==> config.mk <==
export PLATFORM = sky130hd
export DESIGN_NAME = dac_ctrl
export DESIGN_NICKNAME = d
export VERILOG_FILES = /design/src/logic/dac_ctrl_pkg.sv /design/src/logic/word_if.sv /design/src/logic/pin_sync.sv /design/src/logic/serial_shifter.sv /design/src/logic/dac_ctrl.sv
export VERILOG_INCLUDE_DIRS = /design/src /design/src/logic
export SDC_FILE = /design/constraint.sdc
export NUM_CORES = 1
export LEC_CHECK = 0
export ABC_AREA = 1
export BUFFER_PORTS_ARGS = -buffer_cell sky130_fd_sc_hd__buf_2
export CAP_MARGIN = 20
export CORE_ASPECT_RATIO = 1.2
export CORE_MARGIN = 4
export CORE_UTILIZATION = 33
export DETAILED_ROUTE_END_ITERATION = 8
export GPL_TIMING_DRIVEN = 0
export PLACE_DENSITY = 0.56
export SLEW_MARGIN = 40
export SYNTH_ARGS = -nofsm -noshare
export SYNTH_HDL_FRONTEND = slang
export SYNTH_HIERARCHICAL = 1
export SYNTH_SLANG_ARGS = --single-unit
==> constraint.sdc <==
create_clock -name sys_clk_in -period 1.9 [get_ports sys_clk_in]
set_clock_uncertainty 0.2 [all_clocks]
set_input_delay 0.19 -clock sys_clk_in [delete_from_list [all_inputs] [get_ports sys_clk_in]]
set_output_delay 0.19 -clock sys_clk_in [all_outputs]
set_load 0.05 [all_outputs]
==> src/logic/dac_ctrl_consts.svh <==
`ifndef DAC_CTRL_CONSTS_SVH
`define DAC_CTRL_CONSTS_SVH

// serial word layout
`define WORD_BITS          16
`define BIT_TARGET_SUB     15
`define BIT_MODE_LO        14
`define BIT_MODE_HI        13
`define ADDR_MSB           12
`define ADDR_LSB           10
`define MAIN_MSB           9
`define MAIN_LSB           0
`define SUB_MSB            9
`define SUB_LSB            2
// global control field positions
`define BIT_CODING         6
`define BIT_POWER_DOWN_N   5
`define BIT_GLOBAL_CHANNEL_STANDBY_N    4
`define BIT_GLOBAL_CLR     3
// channel control field positions
`define BIT_REF_HI         9
`define BIT_REF_LO         8
`define BIT_CHAN_CHANNEL_STANDBY_N_N    4
`define BIT_CHAN_CLR       3
// reset values of control state
`define RST_POWER_DOWN_N   1'b1
`define RST_GLOBAL_CHANNEL_STANDBY_N    1'b1
`define RST_CODING         1'b0
`define RST_CHAN_CHANNEL_STANDBY_N_N    1'b1
`define RST_CHAN_CLR       1'b0
`define RST_REF_SEL        2'h0
// clear codes
`define MAIN_MID           10'h200
`define MAIN_LOW           10'h000
`define SUB_MID_BIN        8'h80
`define SUB_MID_TWOS       8'h00

`endif

==> src/logic/dac_ctrl_pkg.sv <==
package dac_ctrl_pkg;
  typedef enum logic [1:0]
  {
    REF_HALF_SUPPLY = 2'h0,
    REF_BANDGAP     = 2'h1,
    REF_EXTERNAL    = 2'h2,
    REF_UNDEFINED   = 2'h3
  } ref_select_e;

  typedef enum logic [2:0]
  {
    WORD_GLOBAL  = 3'h1,
    WORD_CHANNEL = 3'h2,
    WORD_DATA    = 3'h4
  } word_kind_e;

  typedef logic [15:0] serial_word_t;
endpackage

==> src/logic/word_if.sv <==
`timescale 1ns/100ps
// carries one complete serial word from the shifter to the register file
interface word_if;
  logic                       valid;
  dac_ctrl_pkg::serial_word_t data;

  modport source
  (
    output valid,
    output data
  );
  modport sink
  (
    input valid,
    input data
  );
endinterface

==> src/logic/pin_sync.sv <==
`timescale 1ns/100ps
// three-stage synchroniser; a change counts once stages two and three agree
module pin_sync
(
  input  wire logic sys_clk_in,
  input  wire logic rstn_in,
  input  wire logic pin_in,
  input  wire logic reset_level_in,
  output logic      level_out,
  output logic      rise_out,
  output logic      fall_out
);
  logic [2:0] stage;

  // stage 0 feeds only stage 1
  always_ff @(posedge sys_clk_in or negedge rstn_in)
  begin
    if (!rstn_in)
      stage <= 3'h0;
    else
      stage <= {stage[1:0], pin_in};
  end

  // filtered level only moves when stages agree
  always_ff @(posedge sys_clk_in or negedge rstn_in)
  begin
    if (!rstn_in)
      level_out <= 1'b0;
    else if (stage[1] == stage[2])
      level_out <= stage[2];
  end

  assign rise_out = (stage[1] == stage[2]) && stage[2] && !level_out;
  assign fall_out = (stage[1] == stage[2]) && !stage[2] && level_out;

  // reset level input reserved for pins idling high
  logic unused_reset_level;
  assign unused_reset_level = reset_level_in;
endmodule

==> src/logic/serial_shifter.sv <==
`timescale 1ns/100ps
`include "dac_ctrl_consts.svh"
// shifts 16 bits msb first on falling serial clock while frame sync is low
module serial_shifter
(
  input  wire logic sys_clk_in,
  input  wire logic rstn_in,
  input  wire logic frame_active_in,
  input  wire logic clock_fall_in,
  input  wire logic data_bit_in,
  word_if.source    word
);
  logic [15:0] shift;
  logic [4:0]  count;

  // collect bits; extra bits beyond sixteen in one frame are dropped
  always_ff @(posedge sys_clk_in or negedge rstn_in)
  begin
    if (!rstn_in)
    begin
      shift <= 16'h0000;
      count <= 5'h00;
    end
    else if (!frame_active_in)
      count <= 5'h00;
    else if (clock_fall_in && count != 5'(`WORD_BITS))
    begin
      shift <= {shift[14:0], data_bit_in};
      count <= count + 5'h01;
    end
  end

  // one-cycle word strobe on the sixteenth bit
  always_ff @(posedge sys_clk_in or negedge rstn_in)
  begin
    if (!rstn_in)
    begin
      word.valid <= 1'b0;
      word.data  <= 16'h0000;
    end
    else
    begin
      word.valid <= frame_active_in && clock_fall_in
                    && count == 5'(`WORD_BITS - 1);
      word.data  <= {shift[14:0], data_bit_in};
    end
  end
endmodule

==> src/logic/dac_ctrl.sv <==
`timescale 1ns/100ps
`include "dac_ctrl_consts.svh"
//
// Function
// mode bits 00 write global control, 01 write addressed channel control
// power_down_n low powers down reference and all channels
// registers keep their contents throughout power-down
// coding_select: 0 twos complement, 1 offset binary, for all channels
// global_standby 1 puts all channels in standby, reference kept
// global_soft_clear 1 clears every main data and output register
// cleared main code is midscale (twos) or lowest code (binary)
// global clear leaves offset converter data untouched
// three-bit address picks channel; quad part ignores top bit
// channel_standby_n 0 puts only the addressed channel in standby
// channel clear resets only that channel's main converter
// channel clear acts on the next load strobe after the write
// ref select: 00 half supply, 01 bandgap, 10 external, 11 undefined
// data word bit 15 picks offset (1) or main (0) data register
// offset data is eight bits; word bits 1 and 0 ignored
// offset code uses the same coding as the main converter
// sample one bit per falling serial clock while frame low, msb first
// mode bits at 14 and 13; upper mode 1 means data write
// load strobe low copies all data registers into output registers
// clear_n low resets main and offset data and output registers
// address bits 12..10, main data 9..0, offset data 9..2
module dac_ctrl
#(
  parameter int CHANNELS = 8
)
(
  input  wire logic                      sys_clk_in,
  input  wire logic                      rstn_in,
  input  wire logic                      frame_sync_n_in,
  input  wire logic                      serial_clock_in,
  input  wire logic                      serial_data_in,
  input  wire logic                      output_load_strobe_n_in,
  input  wire logic                      clear_n_in,
  output logic                           power_down_n_out,
  output logic                           coding_select_out,
  output logic [CHANNELS-1:0]            channel_active_out,
  output logic [CHANNELS-1:0]            channel_hiz_out,
  output logic [CHANNELS*2-1:0]          ref_select_out,
  output logic [CHANNELS*10-1:0]         main_output_out,
  output logic [CHANNELS*8-1:0]          offset_output_out
);
  localparam int AW = (CHANNELS > 4) ? 3 : 2;

  // synchronised pin levels and edges
  logic frame_level;
  logic clk_level;
  logic clk_fall;
  logic data_level;
  logic load_fall;
  logic load_level;
  logic hw_clear_level;

  pin_sync sync_frame
  (
    .sys_clk_in     (sys_clk_in),
    .rstn_in        (rstn_in),
    .pin_in         (frame_sync_n_in),
    .reset_level_in (1'b1),
    .level_out      (frame_level),
    .rise_out       (),
    .fall_out       ()
  );
  pin_sync sync_clock
  (
    .sys_clk_in     (sys_clk_in),
    .rstn_in        (rstn_in),
    .pin_in         (serial_clock_in),
    .reset_level_in (1'b0),
    .level_out      (clk_level),
    .rise_out       (),
    .fall_out       (clk_fall)
  );
  pin_sync sync_data
  (
    .sys_clk_in     (sys_clk_in),
    .rstn_in        (rstn_in),
    .pin_in         (serial_data_in),
    .reset_level_in (1'b0),
    .level_out      (data_level),
    .rise_out       (),
    .fall_out       ()
  );
  pin_sync sync_load
  (
    .sys_clk_in     (sys_clk_in),
    .rstn_in        (rstn_in),
    .pin_in         (output_load_strobe_n_in),
    .reset_level_in (1'b1),
    .level_out      (load_level),
    .rise_out       (),
    .fall_out       (load_fall)
  );
  pin_sync sync_clear
  (
    .sys_clk_in     (sys_clk_in),
    .rstn_in        (rstn_in),
    .pin_in         (clear_n_in),
    .reset_level_in (1'b1),
    .level_out      (hw_clear_level),
    .rise_out       (),
    .fall_out       ()
  );

  // the synchroniser resets its level low, so a frame would look open
  // right after reset; a shifter count of zero with no clock fall is
  // harmless, but track release so idle-high pins are seen properly
  logic pins_settled;
  always_ff @(posedge sys_clk_in or negedge rstn_in)
  begin
    if (!rstn_in)
      pins_settled <= 1'b0;
    else if (frame_level && load_level && hw_clear_level)
      pins_settled <= 1'b1;
  end

  word_if word ();

  serial_shifter shifter
  (
    .sys_clk_in      (sys_clk_in),
    .rstn_in         (rstn_in),
    .frame_active_in (pins_settled && !frame_level),
    .clock_fall_in   (clk_fall),
    .data_bit_in     (data_level),
    .word            (word.source)
  );

  // classify a finished word by its mode bits
  function automatic dac_ctrl_pkg::word_kind_e kind_of
  (
    input dac_ctrl_pkg::serial_word_t w
  );
    if (w[`BIT_MODE_HI])
      kind_of = dac_ctrl_pkg::WORD_DATA;
    else if (w[`BIT_MODE_LO])
      kind_of = dac_ctrl_pkg::WORD_CHANNEL;
    else
      kind_of = dac_ctrl_pkg::WORD_GLOBAL;
  endfunction

  // channel index from the address field; quad part drops the top bit
  function automatic logic [AW-1:0] chan_of
  (
    input dac_ctrl_pkg::serial_word_t w
  );
    chan_of = w[`ADDR_LSB +: AW]; // see R9
  endfunction

  // clear code of the main converter for the present coding
  function automatic logic [9:0] main_clear_code(input logic binary);
    main_clear_code = binary ? `MAIN_LOW : `MAIN_MID;
  endfunction

  dac_ctrl_pkg::word_kind_e kind;
  logic [AW-1:0]            chan;
  logic                     load_now;
  logic                     hw_clear;
  assign kind     = kind_of(word.data);
  assign chan     = chan_of(word.data);
  assign load_now = pins_settled && load_fall;
  assign hw_clear = pins_settled && !hw_clear_level;

  // global control register
  logic power_down_n;
  logic coding_select;
  logic global_standby;
  logic global_soft_clear;
  always_ff @(posedge sys_clk_in or negedge rstn_in)
  begin
    if (!rstn_in)
    begin
      power_down_n      <= `RST_POWER_DOWN_N;
      coding_select     <= `RST_CODING;
      global_standby    <= `RST_GLOBAL_CHANNEL_STANDBY_N;
      global_soft_clear <= 1'b0;
    end
    else if (word.valid && kind == dac_ctrl_pkg::WORD_GLOBAL)
    begin
      power_down_n      <= word.data[`BIT_POWER_DOWN_N];
      coding_select     <= word.data[`BIT_CODING];
      global_standby    <= word.data[`BIT_GLOBAL_CHANNEL_STANDBY_N];
      global_soft_clear <= word.data[`BIT_GLOBAL_CLR];
    end
  end

  // channel control registers
  logic [CHANNELS-1:0] channel_standby_n;
  logic [CHANNELS-1:0] chan_clear;
  logic [1:0]          ref_sel [CHANNELS];
  always_ff @(posedge sys_clk_in or negedge rstn_in)
  begin
    if (!rstn_in)
    begin
      channel_standby_n <= {CHANNELS{`RST_CHAN_CHANNEL_STANDBY_N_N}};
      chan_clear        <= {CHANNELS{`RST_CHAN_CLR}};
      for (int i = 0; i < CHANNELS; i++)
        ref_sel[i] <= `RST_REF_SEL;
    end
    else if (word.valid && kind == dac_ctrl_pkg::WORD_CHANNEL)
    begin
      channel_standby_n[chan] <= word.data[`BIT_CHAN_CHANNEL_STANDBY_N_N];
      chan_clear[chan]        <= word.data[`BIT_CHAN_CLR];
      ref_sel[chan] <= {word.data[`BIT_REF_HI],
                        word.data[`BIT_REF_LO]};
    end
  end

  // main data; a set soft clear holds it at the clear code and wins
  // over a coincident write; power-down gates nothing
  logic [9:0] main_data [CHANNELS];
  always_ff @(posedge sys_clk_in or negedge rstn_in)
  begin
    if (!rstn_in)
    begin
      for (int i = 0; i < CHANNELS; i++)
        main_data[i] <= `MAIN_MID;
    end
    else if (hw_clear)
    begin
      for (int i = 0; i < CHANNELS; i++)
        main_data[i] <= main_clear_code(coding_select);
    end
    else if (global_soft_clear)
    begin
      for (int i = 0; i < CHANNELS; i++)
        main_data[i] <= main_clear_code(coding_select);
    end
    else if (word.valid && kind == dac_ctrl_pkg::WORD_DATA
             && !word.data[`BIT_TARGET_SUB])
      main_data[chan] <= word.data[`MAIN_MSB:`MAIN_LSB];
  end

  // offset data; only the hard clear touches it, never a soft one
  logic [7:0] sub_data [CHANNELS];
  always_ff @(posedge sys_clk_in or negedge rstn_in)
  begin
    if (!rstn_in)
    begin
      for (int i = 0; i < CHANNELS; i++)
        sub_data[i] <= `SUB_MID_TWOS;
    end
    else if (hw_clear)
    begin
      for (int i = 0; i < CHANNELS; i++)
        sub_data[i] <= coding_select ? `SUB_MID_BIN
                                     : `SUB_MID_TWOS;
    end
    else if (word.valid && kind == dac_ctrl_pkg::WORD_DATA
             && word.data[`BIT_TARGET_SUB])                  // see R14
      sub_data[chan] <= word.data[`SUB_MSB:`SUB_LSB];
  end

  // main output registers; soft clears beat a coincident load strobe
  logic [9:0] main_out [CHANNELS];
  always_ff @(posedge sys_clk_in or negedge rstn_in)
  begin
    if (!rstn_in)
    begin
      for (int i = 0; i < CHANNELS; i++)
        main_out[i] <= `MAIN_MID;
    end
    else if (hw_clear)
    begin
      for (int i = 0; i < CHANNELS; i++)
        main_out[i] <= main_clear_code(coding_select);
    end
    else
    begin
      for (int i = 0; i < CHANNELS; i++)
      begin
        if (global_soft_clear)
          main_out[i] <= main_clear_code(coding_select);
        else if (load_now && chan_clear[i])
          main_out[i] <= main_clear_code(coding_select); // see R12
        else if (load_now)
          main_out[i] <= main_data[i];
      end
    end
  end

  // offset output registers follow only the load strobe and hard clear
  logic [7:0] sub_out [CHANNELS];
  always_ff @(posedge sys_clk_in or negedge rstn_in)
  begin
    if (!rstn_in)
    begin
      for (int i = 0; i < CHANNELS; i++)
        sub_out[i] <= `SUB_MID_TWOS;
    end
    else if (hw_clear)
    begin
      for (int i = 0; i < CHANNELS; i++)
        sub_out[i] <= coding_select ? `SUB_MID_BIN : `SUB_MID_TWOS;
    end
    else if (load_now)
    begin
      for (int i = 0; i < CHANNELS; i++)
        sub_out[i] <= sub_data[i];
    end
  end

  // global pins toward the analog side, all from flip-flops
  always_ff @(posedge sys_clk_in or negedge rstn_in)
  begin
    if (!rstn_in)
    begin
      power_down_n_out  <= `RST_POWER_DOWN_N;
      coding_select_out <= `RST_CODING;
    end
    else
    begin
      power_down_n_out  <= power_down_n;
      coding_select_out <= coding_select;
    end
  end

  // per-channel run state; standby ties the output low through high
  // impedance, so active and high impedance never overlap
  always_ff @(posedge sys_clk_in or negedge rstn_in)
  begin
    if (!rstn_in)
    begin
      channel_active_out <= '0;
      channel_hiz_out    <= '1;
      ref_select_out     <= '0;
    end
    else
    begin
      for (int i = 0; i < CHANNELS; i++)
      begin
        channel_active_out[i] <= power_down_n && !global_standby
                                 && channel_standby_n[i];
        channel_hiz_out[i]    <= !power_down_n || global_standby
                                 || !channel_standby_n[i];
        ref_select_out[2*i +: 2] <= ref_sel[i];
      end
    end
  end

  // converter codes; they move only through the output registers
  always_ff @(posedge sys_clk_in or negedge rstn_in)
  begin
    if (!rstn_in)
    begin
      main_output_out   <= '0;
      offset_output_out <= '0;
    end
    else
    begin
      for (int i = 0; i < CHANNELS; i++)
      begin
        main_output_out[10*i +: 10] <= main_out[i];
        offset_output_out[8*i +: 8] <= sub_out[i];
      end
    end
  end

  // serial clock level is only used for edge finding
  logic unused_clk_level;
  assign unused_clk_level = clk_level;
endmodule

==> reports/results.ini <==
[clock_tree]
clk_latency_ns = 0.61
clock-sinks = 560
cts_tree = built
clk_pin_slew_worst_paths_ns = 0.06
htree_levels = 2
cts_inserted_buffers = 55
hold_buffers = 6
cts_root_buf = clkbuf_16
clk_path_buf_depth = 3

[route]
ant_nets = 0
drt_pass1_iterations = 6
drt_iter0_drc = 817
wl_per_cell_um = 17.0
drc_errors = 0
vias = 13600
vias_per_cell = 4.59
routed_wl_um = 50300

[global_routing]
overflow = 0
grt_pass1_vias = 14000
track_usage_pct = 15.4
antenna_found_initial = 0
grt_pass1_wl_um = 79000
grt_max_degree = 84

[run_status]
status = finished with violations
violations = hold timing, setup timing

[placed_design]
hpwl_um = 34400
io_buffers = 184
globalplace.congestion = 0.857
dp.cells = 2812

[worst_setup_path]
critPathRequiredTime_ns = 2.19
worstSetupStartpointType = register
reg2reg_depth = 11
r2r_setup_slack_ns = -0.04
arrival_ns = 2.22
criticalPathCategory = reg -> reg
worstPathMaxFanout = 8
crit_path_end_kind = register

[final_layout]
drive_above_1_share_pct = 28.3
area_growth_pct = 29.2
final_cell_mix = 523 x dfrtp_1, 512 x nand2_1, 194 x buf_2
nets = 2121
final_cells = 2952
diodes = 0
final_common_cell = dfrtp_1

[timing]
hold_viol = 279
rsz0062_at_grt = true
tightest_slew_ns = 0.617
hold_slack_ns = -0.803
period_share_pct = 102
finalWorstSetupSlack_ns = -0.0352
relSlewSlack_pct = 58.7
drv_slew = 0
setup_viol = 40
setup-tns-final_ns = -0.456
fmax_ghz = 0.517
finalCriticalPeriod_ns = 1.94

[yosys]
postSynthAreaPerCell_um2 = 10.9
syn_inst = 1820
syn-num-nets = 1835
netlist_area_um2 = 19800
synth.yosys.warnings = 6

[floorplan]
start_util_pct = 33.3
die-area_um2 = 64100
die_width_um = 232
ios = 185
rows = 98
fp.dieH_um = 277
fp.coreArea_um2 = 59600

[power]
p_leak_nw = 13.0
irDropWorstVdd_mv = 0.745
powerDensity_nw_per_um2 = 1130

[min_path]
hp-class = in -> async

[job]
drv_cap = 0

[stage by stage]
stage / cell area [um2] / total power, mW / util (%) / setup WS (ns)
final: 25600 / 28.9 / 43.0 / -0.0352
after global routing: 25600 / 30.1 / 43.0 / -0.160
after CTS: 24700 / 28.7 / 41.5 / -0.0528
after global placement: 21700 / 16.1 / 36.5 / -10.64
after detailed placement: 22000 / 16.2 / 36.9 / -0.582
after floorplan: 19800 / 14.9 / - / 0.0159
[worst max-delay path, stage by stage (launching register included)]
cell and delay, ns:
dfrtp_1 0.35, inv_1 0.05, ha_2 0.17, nand2_2 0.07, clkinvlp_4 0.10, nand2_4 0.12, nand2_8 0.08, nor2_8 0.19
clkinv_8 0.16, clkbuf_16 0.20, nand3_4 0.07, nand2_1 0.05
[area by class of cell]
type                    count  area (um2)
clock buffers              80        1560
flip-flops and latches    560       14100
well taps                 800        1000
repair inverters            1        30.0
plain buffers              63         549
multi-input cells        1032        5650
clock inverters            23         442
inverters                 162         672
fillers                  5674       34000
repair buffers            231        1650
[repair_timing]
item                                    4_1_cts  5_1_grt
setup buffers                                15        9
pin swaps                                    14       26
hold endpoints to repair                    284      279
cloned                                        5        5
endpoints found under the setup margin      267      276
gates resized for setup                     135      171
[sequential cells by signal, summed over array words and instances, names as in the netlist, 3 cells and up]
register and count:
main_data 80, main_out 80, main_output_out 80, offset_output_out 64
sub_data 64, sub_out 64, ref_sel 16, ref_select_out 16
shifter/word.data 16, shifter/shift 15, chan_clear 8, channel_active_out 8
channel_hiz_out 8, channel_standby_n 8, shifter/count 5, sync_clear/stage 3
sync_clock/stage 3, sync_data/stage 3, sync_frame/stage 3, sync_load/stage 3
[per-layer routing]
layer / GRT usage (%) / vias to the layer above / share of wire [%] / routed length, um
li1: - / 6426 / - / -
met1: 20.7 / 6752 / 44 / 22100
met2: 25.5 / 286 / 48 / 24400
met3: 2.99 / 89 / 4.8 / 2390
met4: 4.81 / 0 / 2.7 / 1370
met5: 0 / - / 0 / 0
[report_power, final]
group          internal [mW]  switching [mW]
combinational           1.36            2.97
clock                   7.23            4.63
sequential              12.5           0.272
[final timing paths]
kind,start,end
max in group asynchronous,rstn_in,channel_standby_n[1]
setup / recovery,sync_load/stage[2],main_out[1]
hold / removal,rstn_in,main_out[26]
setup reg to reg,sync_load/stage[2],main_out[1]
hold reg to reg,sync_data/stage[0],sync_data/stage[1]
min in group sys_clk_in,frame_sync_n_in,sync_frame/stage[0]
No activity file was read; power rests on OpenSTA's default activity.
